==> config.mk <==
export PLATFORM = sky130hd
export DESIGN_NAME = modulo_timer_8bit
export DESIGN_NICKNAME = d
export VERILOG_FILES = /design/src/design/modulo_timer_pkg.sv /design/src/design/edge_sync.sv /design/src/design/modulo_timer_8bit.sv /design/src/design/pow2_prescaler.sv
export SDC_FILE = /design/constraint.sdc
export NUM_CORES = 1
export LEC_CHECK = 0
export BUFFER_PORTS_ARGS = -buffer_cell sky130_fd_sc_hd__buf_4
export CORE_MARGIN = 2
export CORE_UTILIZATION = 25
export CTS_CLUSTER_DIAMETER = 200
export CTS_CLUSTER_SIZE = 40
export DETAILED_ROUTE_END_ITERATION = 10
export GPL_TIMING_DRIVEN = 0
export PLACE_DENSITY = 0.44
export SKIP_CTS_REPAIR_TIMING = 1
export SKIP_LAST_GASP = 1
export SYNTH_ARGS = -nofsm -noshare
export SYNTH_HDL_FRONTEND = slang
export SYNTH_SLANG_ARGS = --single-unit
==> constraint.sdc <==
create_clock -name clk_i -period 3.25 [get_ports clk_i]
set_input_delay 0.4875 -clock clk_i [delete_from_list [all_inputs] [get_ports clk_i]]
set_output_delay 0.4875 -clock clk_i [all_outputs]
set_load 0.02 [all_outputs]
==> src/design/modulo_timer_pkg.sv <==
// package: register map, field layout, reset values and timing constants of the modulo timer
//
// Function
// - 8-bit up-counter runs free or counts to a programmable 8-bit modulo limit.
// - overflow raises an interrupt request only when software has enabled it.
// - writing one to the counter-reset bit clears counter and prescaler.
// - counter-halt bit stops counting while set; counting runs while clear.
// - prescaler source: bus clock, fixed clock, ext pin rising or falling edge.
// - prescaler divides the source by a power of two from 1 to 256.
// - an enabled timer keeps counting in wait mode so overflow can end wait.
// - every stop mode disables the timer; it never wakes the system from stop.
// - waking from the deepest or deep stop mode puts the timer in reset state.
// - leaving shallow stop through a reset puts the timer in reset state.
// - leaving shallow stop by interrupt keeps state; counting resumes from held value.
// - background debug suspends counting; resumes unless counter reset or modulo written.
// - external clock pin is synchronised to the bus clock before edges are used.
package modulo_timer_pkg;

  // *****************************************************************
  // register byte addresses
  // *****************************************************************
  localparam logic [7:0] ADDR_STATUS  = 8'h00;
  localparam logic [7:0] ADDR_MASK    = 8'h04;
  localparam logic [7:0] ADDR_CONTROL = 8'h08;
  localparam logic [7:0] ADDR_CLKCFG  = 8'h0c;
  localparam logic [7:0] ADDR_COUNT   = 8'h10;
  localparam logic [7:0] ADDR_MODULO  = 8'h14;
  localparam logic [7:0] ADDR_STATE   = 8'h18;

  // *****************************************************************
  // field positions
  // *****************************************************************
  localparam int STATUS_OVF_BIT   = 0;
  localparam int CTRL_HALT_BIT    = 4;
  localparam int CTRL_RESET_BIT   = 5;
  localparam int CLKCFG_PS_LSB    = 0;
  localparam int CLKCFG_SRC_LSB   = 4;
  localparam int STATE_ACTIVE_BIT = 0;
  localparam int STATE_WAIT_BIT   = 1;
  localparam int STATE_STOP_BIT   = 2;
  localparam int STATE_DEBUG_BIT  = 3;

  // *****************************************************************
  // reset values, largest prescaler select and full-range count
  // *****************************************************************
  localparam logic       HALT_RESET     = 1'b1;
  localparam logic [7:0] COUNT_RESET    = 8'h00;
  localparam logic [7:0] MODULO_RESET   = 8'h00;
  localparam logic [3:0] PS_RESET       = 4'h0;
  localparam logic [3:0] PS_MAX         = 4'h8;
  localparam logic [7:0] COUNT_FULL     = 8'hff;

  // prescaler input source encoding
  typedef enum logic [1:0] {
    SRC_BUS,
    SRC_FIXED,
    SRC_PIN_RISE,
    SRC_PIN_FALL
  } clk_source_e;

  // *****************************************************************
  // timing
  // *****************************************************************
  localparam int CLK_FREQ_HZ     = 50_000_000;
  localparam int PIN_DIV_MIN     = 4;
  localparam int PIN_MAX_FREQ_HZ = CLK_FREQ_HZ / PIN_DIV_MIN;

endpackage

==> src/design/edge_sync.sv <==
// two-flop synchroniser with rising and falling edge pulses
`timescale 1ns/100ps
`default_nettype none
module edge_sync (
  // clock and reset
  input  wire logic clk_i,
  input  wire logic rst_i,
  // asynchronous input
  input  wire logic async_i,
  // edge pulses, one bus cycle each
  output logic      rise_o,
  output logic      fall_o
);

  logic meta_reg;
  logic sync_reg;
  logic last_reg;

  // first flop feeds only the second one
  always_ff @(posedge clk_i) begin
    if (rst_i) begin
      meta_reg <= 1'b0;
      sync_reg <= 1'b0;
      last_reg <= 1'b0;
    end else begin
      meta_reg <= async_i;
      sync_reg <= meta_reg;
      last_reg <= sync_reg;
    end
  end

  assign rise_o = sync_reg & ~last_reg;
  assign fall_o = ~sync_reg & last_reg;

endmodule
`default_nettype wire

==> src/design/modulo_timer_8bit.sv <==
// modulo timer top: wishbone slave, clock source select, prescaler, counter and interrupt
//
// Chosen here: the register addresses and the Wishbone register port.
`timescale 1ns/100ps
`default_nettype none
module modulo_timer_8bit (
  // clock and reset
  input  wire logic        clk_i,
  input  wire logic        rst_i,
  // wishbone slave
  input  wire logic        wb_cyc_i,
  input  wire logic        wb_stb_i,
  input  wire logic        wb_we_i,
  input  wire logic [7:0]  wb_adr_i,
  input  wire logic [3:0]  wb_sel_i,
  input  wire logic [31:0] wb_dat_i,
  output logic      [31:0] wb_dat_o,
  output logic             wb_ack_o,
  // clock inputs from outside the bus clock domain
  input  wire logic        ext_timer_clock_pin_i,
  input  wire logic        fixed_freq_clock_i,
  // power and debug modes, bus clock domain
  input  wire logic        wait_mode_i,
  input  wire logic        stop_mode_i,
  input  wire logic        stop_wake_reset_i,
  input  wire logic        debug_active_i,
  // interrupt
  output logic             irq_o
);

  // *****************************************************************
  // declarations
  // *****************************************************************
  logic       ovf_flag_reg;
  logic       ovf_mask_reg;
  logic       counter_halt_bit_reg;
  logic [1:0] src_sel_reg;
  logic [3:0] ps_sel_reg;
  logic [7:0] count_reg;
  logic [7:0] modulo_limit_register_reg;
  logic       ack_reg;
  logic [31:0] rdata_reg;
  logic       irq_reg;

  logic       timer_rst;
  logic       access;
  logic       wr_en;
  logic       rd_en;
  logic       wr_byte0;
  logic [7:0] wbyte;
  logic       soft_clear;
  logic       pin_rise;
  logic       pin_fall;
  logic       fixed_rise;
  logic       src_pulse;
  logic       run;
  logic       presc_tick;
  logic [7:0] limit;
  logic       ovf_event;
  logic [3:0] ps_eff;
  logic [31:0] rdata_next;

  // *****************************************************************
  // reset sources
  // *****************************************************************
  // wake from deepest/deep stop, or shallow stop left by reset
  assign timer_rst = rst_i | stop_wake_reset_i;

  // *****************************************************************
  // bus decode
  // *****************************************************************
  // single-cycle answer: request taken on the edge where ack rises
  assign access   = wb_cyc_i & wb_stb_i & ~ack_reg;
  assign wr_en    = access & wb_we_i;
  assign rd_en    = access & ~wb_we_i;
  assign wr_byte0 = wr_en & wb_sel_i[0];
  assign wbyte    = wb_dat_i[7:0];

  // counter reset bit written to one, or modulo register written
  assign soft_clear = wr_byte0 &
                      (((wb_adr_i == modulo_timer_pkg::ADDR_CONTROL) &&
                        wbyte[modulo_timer_pkg::CTRL_RESET_BIT]) ||
                       (wb_adr_i == modulo_timer_pkg::ADDR_MODULO));

  always_ff @(posedge clk_i) begin
    if (rst_i) begin
      ack_reg <= 1'b0;
    end else begin
      ack_reg <= access;
    end
  end

  assign wb_ack_o = ack_reg;

  // *****************************************************************
  // clock source selection
  // *****************************************************************
  // pin edges only after two flops; pin must run below a quarter of clk
  edge_sync u_pin_sync (
    .clk_i   (clk_i),
    .rst_i   (rst_i),
    .async_i (ext_timer_clock_pin_i),
    .rise_o  (pin_rise),
    .fall_o  (pin_fall)
  );

  edge_sync u_fixed_sync (
    .clk_i   (clk_i),
    .rst_i   (rst_i),
    .async_i (fixed_freq_clock_i),
    .rise_o  (fixed_rise),
    .fall_o  ()
  );

  always_comb begin
    src_pulse = 1'b0;
    unique case (modulo_timer_pkg::clk_source_e'(src_sel_reg))
      modulo_timer_pkg::SRC_BUS:      src_pulse = 1'b1;
      modulo_timer_pkg::SRC_FIXED:    src_pulse = fixed_rise;
      modulo_timer_pkg::SRC_PIN_RISE: src_pulse = pin_rise;
      modulo_timer_pkg::SRC_PIN_FALL: src_pulse = pin_fall;
    endcase
  end

  // *****************************************************************
  // run gating
  // *****************************************************************
  // wait mode does not gate: an enabled timer keeps counting
  // stop and debug gate only the prescaler step so counting resumes in place
  assign run = ~counter_halt_bit_reg & ~stop_mode_i & ~debug_active_i;

  // *****************************************************************
  // prescaler
  // *****************************************************************
  // select codes above the largest factor saturate at divide by 256
  assign ps_eff = (ps_sel_reg > modulo_timer_pkg::PS_MAX) ? modulo_timer_pkg::PS_MAX : ps_sel_reg;

  pow2_prescaler #(
    .WIDTH (8)
  ) u_prescaler (
    .clk_i  (clk_i),
    .rst_i  (timer_rst),
    .clr_i  (soft_clear),
    .step_i (src_pulse & run),
    .sel_i  (ps_eff),
    .tick_o (presc_tick)
  );

  // *****************************************************************
  // counter
  // *****************************************************************
  // zero modulo means the counter wraps at its full range
  assign limit     = (modulo_limit_register_reg == 8'h00) ? modulo_timer_pkg::COUNT_FULL
                                                          : modulo_limit_register_reg;
  assign ovf_event = presc_tick & (count_reg == limit);

  always_ff @(posedge clk_i) begin
    if (timer_rst) begin
      count_reg <= modulo_timer_pkg::COUNT_RESET;
    end else if (soft_clear) begin
      count_reg <= modulo_timer_pkg::COUNT_RESET;
    end else if (presc_tick) begin
      if (count_reg == limit) begin
        count_reg <= 8'h00;
      end else begin
        count_reg <= count_reg + 8'h01;
      end
    end
  end

  // *****************************************************************
  // control registers
  // *****************************************************************
  always_ff @(posedge clk_i) begin
    if (timer_rst) begin
      counter_halt_bit_reg <= modulo_timer_pkg::HALT_RESET;
    end else if (wr_byte0 && (wb_adr_i == modulo_timer_pkg::ADDR_CONTROL)) begin
      counter_halt_bit_reg <= wbyte[modulo_timer_pkg::CTRL_HALT_BIT];
    end
  end

  always_ff @(posedge clk_i) begin
    if (timer_rst) begin
      src_sel_reg <= 2'h0;
      ps_sel_reg  <= modulo_timer_pkg::PS_RESET;
    end else if (wr_byte0 && (wb_adr_i == modulo_timer_pkg::ADDR_CLKCFG)) begin
      src_sel_reg <= wbyte[modulo_timer_pkg::CLKCFG_SRC_LSB +: 2];
      ps_sel_reg  <= wbyte[modulo_timer_pkg::CLKCFG_PS_LSB +: 4];
    end
  end

  always_ff @(posedge clk_i) begin
    if (timer_rst) begin
      modulo_limit_register_reg <= modulo_timer_pkg::MODULO_RESET;
    end else if (wr_byte0 && (wb_adr_i == modulo_timer_pkg::ADDR_MODULO)) begin
      modulo_limit_register_reg <= wbyte;
    end
  end

  // *****************************************************************
  // interrupt status and mask
  // *****************************************************************
  // a new overflow wins over a same-cycle write-one clear
  always_ff @(posedge clk_i) begin
    if (timer_rst) begin
      ovf_flag_reg <= 1'b0;
    end else if (ovf_event) begin
      ovf_flag_reg <= 1'b1;
    end else if (wr_byte0 && (wb_adr_i == modulo_timer_pkg::ADDR_STATUS) &&
                 wbyte[modulo_timer_pkg::STATUS_OVF_BIT]) begin
      ovf_flag_reg <= 1'b0;
    end
  end

  always_ff @(posedge clk_i) begin
    if (timer_rst) begin
      ovf_mask_reg <= 1'b0;
    end else if (wr_byte0 && (wb_adr_i == modulo_timer_pkg::ADDR_MASK)) begin
      ovf_mask_reg <= wbyte[modulo_timer_pkg::STATUS_OVF_BIT];
    end
  end

  // the flag cannot set in stop; the request rises there only from a flag already set before stop
  always_ff @(posedge clk_i) begin
    if (timer_rst) begin
      irq_reg <= 1'b0;
    end else begin
      irq_reg <= ovf_flag_reg & ovf_mask_reg;
    end
  end

  assign irq_o = irq_reg;

  // *****************************************************************
  // read mux
  // *****************************************************************
  always_comb begin
    rdata_next = 32'h0000_0000;
    unique case (wb_adr_i)
      modulo_timer_pkg::ADDR_STATUS: begin
        rdata_next[modulo_timer_pkg::STATUS_OVF_BIT] = ovf_flag_reg;
      end
      modulo_timer_pkg::ADDR_MASK: begin
        rdata_next[modulo_timer_pkg::STATUS_OVF_BIT] = ovf_mask_reg;
      end
      modulo_timer_pkg::ADDR_CONTROL: begin
        // reset bit always reads zero
        rdata_next[modulo_timer_pkg::CTRL_HALT_BIT] = counter_halt_bit_reg;
      end
      modulo_timer_pkg::ADDR_CLKCFG: begin
        rdata_next[modulo_timer_pkg::CLKCFG_SRC_LSB +: 2] = src_sel_reg;
        rdata_next[modulo_timer_pkg::CLKCFG_PS_LSB +: 4]  = ps_sel_reg;
      end
      modulo_timer_pkg::ADDR_COUNT: begin
        rdata_next[7:0] = count_reg;
      end
      modulo_timer_pkg::ADDR_MODULO: begin
        rdata_next[7:0] = modulo_limit_register_reg;
      end
      modulo_timer_pkg::ADDR_STATE: begin
        rdata_next[modulo_timer_pkg::STATE_ACTIVE_BIT] = run;
        rdata_next[modulo_timer_pkg::STATE_WAIT_BIT]   = wait_mode_i;
        rdata_next[modulo_timer_pkg::STATE_STOP_BIT]   = stop_mode_i;
        rdata_next[modulo_timer_pkg::STATE_DEBUG_BIT]  = debug_active_i;
      end
      default: begin
        rdata_next = 32'h0000_0000;
      end
    endcase
  end

  always_ff @(posedge clk_i) begin
    if (rst_i) begin
      rdata_reg <= 32'h0000_0000;
    end else if (rd_en) begin
      rdata_reg <= rdata_next;
    end
  end

  assign wb_dat_o = rdata_reg;

endmodule
`default_nettype wire

==> src/design/pow2_prescaler.sv <==
// power-of-two prescaler: one tick every 2**sel steps
`timescale 1ns/100ps
`default_nettype none
module pow2_prescaler #(
  parameter int WIDTH = 8
) (
  // clock and reset
  input  wire logic       clk_i,
  input  wire logic       rst_i,
  // control
  input  wire logic       clr_i,
  input  wire logic       step_i,
  input  wire logic [3:0] sel_i,
  // divided tick
  output logic            tick_o
);

  logic [WIDTH-1:0] count_reg;
  logic [WIDTH-1:0] last_val;

  // last value before wrap is 2**sel - 1
  assign last_val = WIDTH'((1 << sel_i) - 1);
  assign tick_o   = step_i & (count_reg == last_val);

  always_ff @(posedge clk_i) begin
    if (rst_i || clr_i) begin
      count_reg <= '0;
    end else if (step_i) begin
      if (count_reg == last_val) begin
        count_reg <= '0;
      end else begin
        count_reg <= count_reg + WIDTH'(1);
      end
    end
  end

endmodule
`default_nettype wire

# [After elaboration in Yosys (flattened, before gate mapping)]
# Cells that the tools add are included.
[totals] ff_bits=49 inputBits=55 out_inout_bits=34 wordCells=83
[classes] add_sub_neg=3 order_cmp=1 eq_ne=11 n_shift=1 mux=12 n_bitwise=24 n_reduce_logical=14
[ops] operator="equality test 8 x 5 -> 1 bit (second input constant)" n=3
[ops] operator="two-way mux 8 bit" n=3
[ops] operator="adder 8 x 1 -> 8 bit (second input constant)" n=2
[ops] operator="equality test 8 x 4 -> 1 bit (second input constant)" n=2
[ops] operator="equality test 8 bit" n=2
[ops] operator="logical NOT 8 bit" n=2
[ops] operator="bitwise AND 1 bit" n=15
[ops] operator="case mux 3 bit (4 select lines)" n=1
[ops] operator="equality test 8 x 3 -> 1 bit (second input constant)" n=1
[ops] operator="NOT 1 bit" n=8
[ops] operator="case mux 1 bit (4 select lines)" n=2
[ops] operator="<< shifter 1 x 4 -> 8 bit (first input constant)" n=1
[ops] operator="subtractor 8 x 2 -> 8 bit (second input constant)" n=1
[ops] operator="logical AND 1 bit" n=7
[ops] operator="case mux 1 bit (6 select lines)" n=1
[ops] operator="equality test 2 bit (second input constant)" n=2
[ops] operator="greater-than comparator 4 bit (second input constant)" n=1
[ops] operator="two-way mux 4 bit" n=1
[ops] operator="case mux 2 bit (2 select lines)" n=1
[ops] operator="case mux 1 bit (3 select lines)" n=1
[ops] operator="equality test 2 x 1 -> 1 bit (second input constant)" n=1
[ops] operator="logical NOT 2 bit" n=1
[ops] operator="logical OR 1 bit" n=2
[ops] operator="two-way mux 1 bit" n=2
[ops] operator="other kinds (3)" n=3

# [Depth between registers and ports, before layout]
[depth] ltp_word=8 ltp_mapped=10 ltp_nobuf=9

# [Modules after synthesis]
# A second synthesis with hierarchy kept.
[hier_totals] hier_cells=346 area_unflattened_um2=2867.8
[by_module_without_submodules] mod="modulo_timer_8bit" n_inst=1 cells_per_inst=249 area_per_inst_um2=2048.2 seq_area_each_um2=700.7
[by_module_without_submodules] mod="pow2_prescaler" n_inst=1 cells_per_inst=81 area_per_inst_um2=636.9 seq_area_each_um2=160.2
[by_module_without_submodules] mod="edge_sync" n_inst=2 cells_per_inst=8 area_per_inst_um2=91.3 seq_area_each_um2=60.1

# [Worst setup path after synthesis]
# No wires, ideal clock.
[synth_path] path_type="register -> register" from="reg ps_sel_reg[0]" to="reg ovf_flag_reg" t_arrival_ns=2.531 t_required_ns=3.180 slack_ns=0.649 path_stages_with_launch=10 cell_sequence="dfxtp_1 -> buf_2 -> or4_1 -> ha_1 -> or3_1 -> a21oi_1 -> o21a_1 -> o2111ai_2 -> or3_1 -> a21oi_1"
[synth_via] elab_chain_cells=8
[synth_lines] element="start: declaration" line="modulo_timer_8bit.sv:38" source="logic [3:0] ps_sel_reg;"
[synth_lines] element="start signal: assignment" line="modulo_timer_8bit.sv:185" source="ps_sel_reg <= modulo_timer_pkg::PS_RESET;"
[synth_lines] element="start signal: assignment" line="modulo_timer_8bit.sv:188" source="ps_sel_reg <= wbyte[modulo_timer_pkg::CLKCFG_PS_LSB +: 4];"
[synth_lines] element="greater-than comparator 4 bit" line="modulo_timer_8bit.sv:136" source="assign ps_eff = (ps_sel_reg > modulo_timer_pkg::PS_MAX) ? modulo_timer_pkg::PS_MAX : ps_sel_reg;"
[synth_lines] element="two-way mux 4 bit (*)" line="modulo_timer_8bit.sv:136"
[synth_lines] element="<< shifter 1 x 4 -> 8 bit (*)" line="pow2_prescaler.sv:22" source="assign last_val = WIDTH'((1 << sel_i) - 1);"
[synth_lines] element="subtractor 8 x 2 -> 8 bit (*)" line="pow2_prescaler.sv:22"
[synth_lines] element="equality test 8 bit (*)" line="pow2_prescaler.sv:23" source="assign tick_o = step_i & (count_reg == last_val);"
[synth_lines] element="bitwise AND 1 bit (*)" line="pow2_prescaler.sv:23"
[synth_lines] element="bitwise AND 1 bit (*)" line="modulo_timer_8bit.sv:155" source="assign ovf_event = presc_tick & (count_reg == limit);"
[synth_lines] element="two-way mux 1 bit / nonzero test 2 bit (equally long branches)"
[synth_lines] element="end signal: assignment" line="modulo_timer_8bit.sv:206" source="ovf_flag_reg <= 1'b0;"
[synth_lines] element="end signal: assignment" line="modulo_timer_8bit.sv:208" source="ovf_flag_reg <= 1'b1;"
[synth_lines] element="end signal: assignment" line="modulo_timer_8bit.sv:211" source="ovf_flag_reg <= 1'b0;"
[synth_lines] element="end: declaration" line="modulo_timer_8bit.sv:34" source="logic ovf_flag_reg;"
# Every way passes the cells marked *; elsewhere a longest branch is shown, timed or not.
# A chain may end at the register's enable or synchronous reset.

# [Worst setup path after layout]
# Ends and elaborated chain as after synthesis.

==> summary.txt <==
Outcome
  • Outcome: complete, no violations

STA
  • Final worst slack: roughly 0.25 ns
  • Normalized max-slew margin: a little under two fifths
  • RSZ-0062 raised after global routing: false
  • Final setup vio count: 0
  • Final min period: 3.00 ns
  • Fmax: 333 MHz
  • Hold Fails Final Rpt: 0
  • Worst-Margin Slew: around 0.94 ns
  • Worst hold slack: 0.392 ns
  • Clock skew: between 0.006 and 0.007 ns
  • Sum Neg Setup Slack: 0 ns
  • Max Slew Vio Count: 0
  • Final Cycle Share: 92.3%

Logic synthesis
  • Synth Instances: 361
  • EDFF count, synth: 0
  • Main synth FF type: dfxtp_1
  • Async S/R FF share, synth: 0%
  • Mapped Area: 2930 um2
  • Yosys warns: 0
  • Syn Area/Cell: 8.11 um2
  • Synthesized flop and latch total: 49
  • Synth unique cells: 52
  • Sequential element share of the synthesized area: 33.5%

Clocking
  • Clk slew on worst S/H paths: ~0.08 ns
  • CTS tree: yes
  • H-tree levels: 2
  • Root Driver: clkbuf_16
  • CTS Sinks: 49
  • Number of CTS-inserted buffers: 5
  • Worst skew pair latency: approximately 0.3 ns
  • CTS Buffer Depth: 2

Route
  • Routed len/inst: between 10 and 15 um
  • Total wire length: 7.89 mm
  • Vias: 2748
  • # DRC: 0
  • DR iter-0 viols: 88
  • DRT Pass-1 Iters: 4
  • Post-DRT Antenna Nets: 0
  • Via density: roughly 4.8

Worst setup path
  • Crit path DAT: 3.24 ns
  • Largest stage delay, worst path: 0.57 ns
  • Crit Path Category: flop to flop
  • Crit path max fanout: 10
  • Startpoint Class: flop
  • R2R depth: 9
  • CP required: 3.49 ns
  • Stages on worst setup path: 9
  • Top delay family on crit path: simple AND/OR/NAND/NOR gates
  • CP max-delay cell: or4_1
  • Critical path buffer and inverter count: 1
  • Worst path cell trace: buf_2, or4_1, ha_1, or3_1, a21oi_1, o21a_1, o2111ai_2, or3_1, a21oi_1
  • Crit path capture type: flop

Power and ir drop
  • Sw frac: around a quarter
  • Sw Pwr: 0.000340 W
  • Clock share of power: a little over two fifths
  • Reg power frac: 46.8%
  • Pwr/cell area: between 300 and 400 nW/um2
  • Int Power: 0.000958 W
  • VDD IR-drop max: about 0.00018 V
  • Lkg Pwr: 1.52 nW
  • Logic pwr share: just over 10%

Floorplanning
  • I/O pin total: 89
  • Die area: 12600 um2
  • Chip height: 112 um
  • Core area: 11400 um2
  • Std-Cell Rows: 39
  • Initial Util: 25.6%
  • Chip width: roughly 110 um

Global routing
  • Final global-route overflow total: 0
  • First-pass GRT wire length: 12.9 mm
  • Number of global-route vias before repair: 2527
  • Largest net degree at the start of global routing: 19
  • Total global-route track usage: between 10% and 20%
  • Initial antenna violation count: 0

Placed design
  • DP Worst Slack: 0.267 ns
  • Placed cell area: 3470 um2
  • Post-DP HPWL: 5.94 mm
  • Port buffer count: 37
  • Final Wtd Congestion: 0.783

Run
  • Max_cap viols: 0

Layout
  • Most frequent cells in the layout: buf_4, dfxtp_1, nor2_1
  • Most common cell after layout, fill and taps aside: buf_4
  • Final instance area: 3620 um2
  • Area Growth Syn to Fin: 23.8%
  • Ratio of cells with drive above 1 in the final layout: 20.7%
  • ANT cells: 0
  • Final-layout fill cell count: about 1300
  • Layout net count: 486

Worst hold path
  • WHS Path Cells: 2
  • Worst Hold Class: input pin to flop
[through the flow]
stage / total power (W) / util [%] / instances
finish: 0.00130 / 31.7 / 572
global route: 0.00136 / 31.7 / 572
CTS: 0.00132 / 31.7 / 572
detailed placement: 0.000752 / 30.4 / 564
global placement: 0.000752 / 30.4 / 564
floorplan: 0.000705 / - / 384
[kinds of logic after synthesis]
logic type,Yosys count,synth area share (%)
buffers and inverters,49,9.88
xor gates and xnor gates,18,5.39
other,1,0.128
adders and majority gates,3,1.28
DFF,49,33.5
AOI/OAI and AO/OA,67,16.3
muxes,15,5.22
and+or+nand+nor,159,28.3
[metal layers]
metal | global-route usage, % | routed length [um] | part of all wire [%]
met5 | 0 | 0 | 0
met4 | 3.98 | 100 | 1.3
met3 | 1.84 | 270 | 3.4
met2 | 22.2 | 3940 | 50
met1 | 16.2 | 3580 | 45
[worst reg2reg max path, stage by stage, from the launching register on]
cell and delay (ns):
dfxtp_1 0.30, buf_2 0.16, or4_1 0.57, ha_1 0.28, or3_1 0.31, a21oi_1 0.21
o21a_1 0.17, o2111ai_2 0.31, or3_1 0.47, a21oi_1 0.15
[synth_stat cells (all sizes together), types with 3 or more instances]
master / instances / area share, %
o21a: 3 / 0.77
xor2: 8 / 2.4
o2111ai: 15 / 4.7
nand4: 8 / 1.7
nor4: 4 / 1.1
buf: 31 / 7.6
nand2: 32 / 4.6
or3: 3 / 0.64
nor3: 8 / 1.8
and3: 5 / 1.1
a21oi: 22 / 3.8
o21ai: 4 / 0.68
or2: 4 / 0.85
inv: 3 / 0.38
nand3: 25 / 4.3
nor2: 45 / 5.8
mux2i: 13 / 4.4
clkbuf: 15 / 1.9
a22o: 3 / 0.90
nor2b: 8 / 1.7
a22oi: 5 / 1.3
nor4b: 3 / 0.90
ha: 3 / 1.3
xnor2: 10 / 3.0
dfxtp: 49 / 34
a2bb2oi: 4 / 1.2
[worst paths after layout]
path	start	to	slack [ns]
max reg2reg	ps_sel_reg[0]$_SDFFE_PP0P_	ovf_flag_reg$_SDFFE_PP0P_	0.25
min	fixed_freq_clock_i	u_fixed_sync.meta_reg$_SDFF_PP0_	0.39
min reg2reg	u_fixed_sync.meta_reg$_SDFF_PP0_	u_fixed_sync.sync_reg$_SDFF_PP0_	0.44
max	ps_sel_reg[0]$_SDFFE_PP0P_	ovf_flag_reg$_SDFFE_PP0P_	0.25
[layout make-up]
| type | count | area, um2 | share of cell area, % |
|---|---|---|---|
| Tap cell | 143 | 179 | 4.94 |
| Buffer | 46 | 278 | 7.67 |
| Sequential cell | 49 | 981 | 27.1 |
| Multi-Input combinational cell | 286 | 1740 | 48.1 |
| Timing Repair Buffer | 37 | 278 | 7.67 |
| Clock buffer | 5 | 125 | 3.45 |
| Inverter | 3 | 11.3 | 0.311 |
| Clock inverter | 3 | 28.8 | 0.794 |
[power groups by stage]
stage               registers [W]   logic, W  clock network [W]
floorplan                0.000624  0.0000811                  0
global placement         0.000621   0.000130                  0
detailed placement       0.000621   0.000131                  0
CTS                      0.000607   0.000131           0.000582
global route             0.000608   0.000143           0.000609
finish                   0.000607   0.000131           0.000560
No activity file was read; power rests on OpenSTA's default activity.
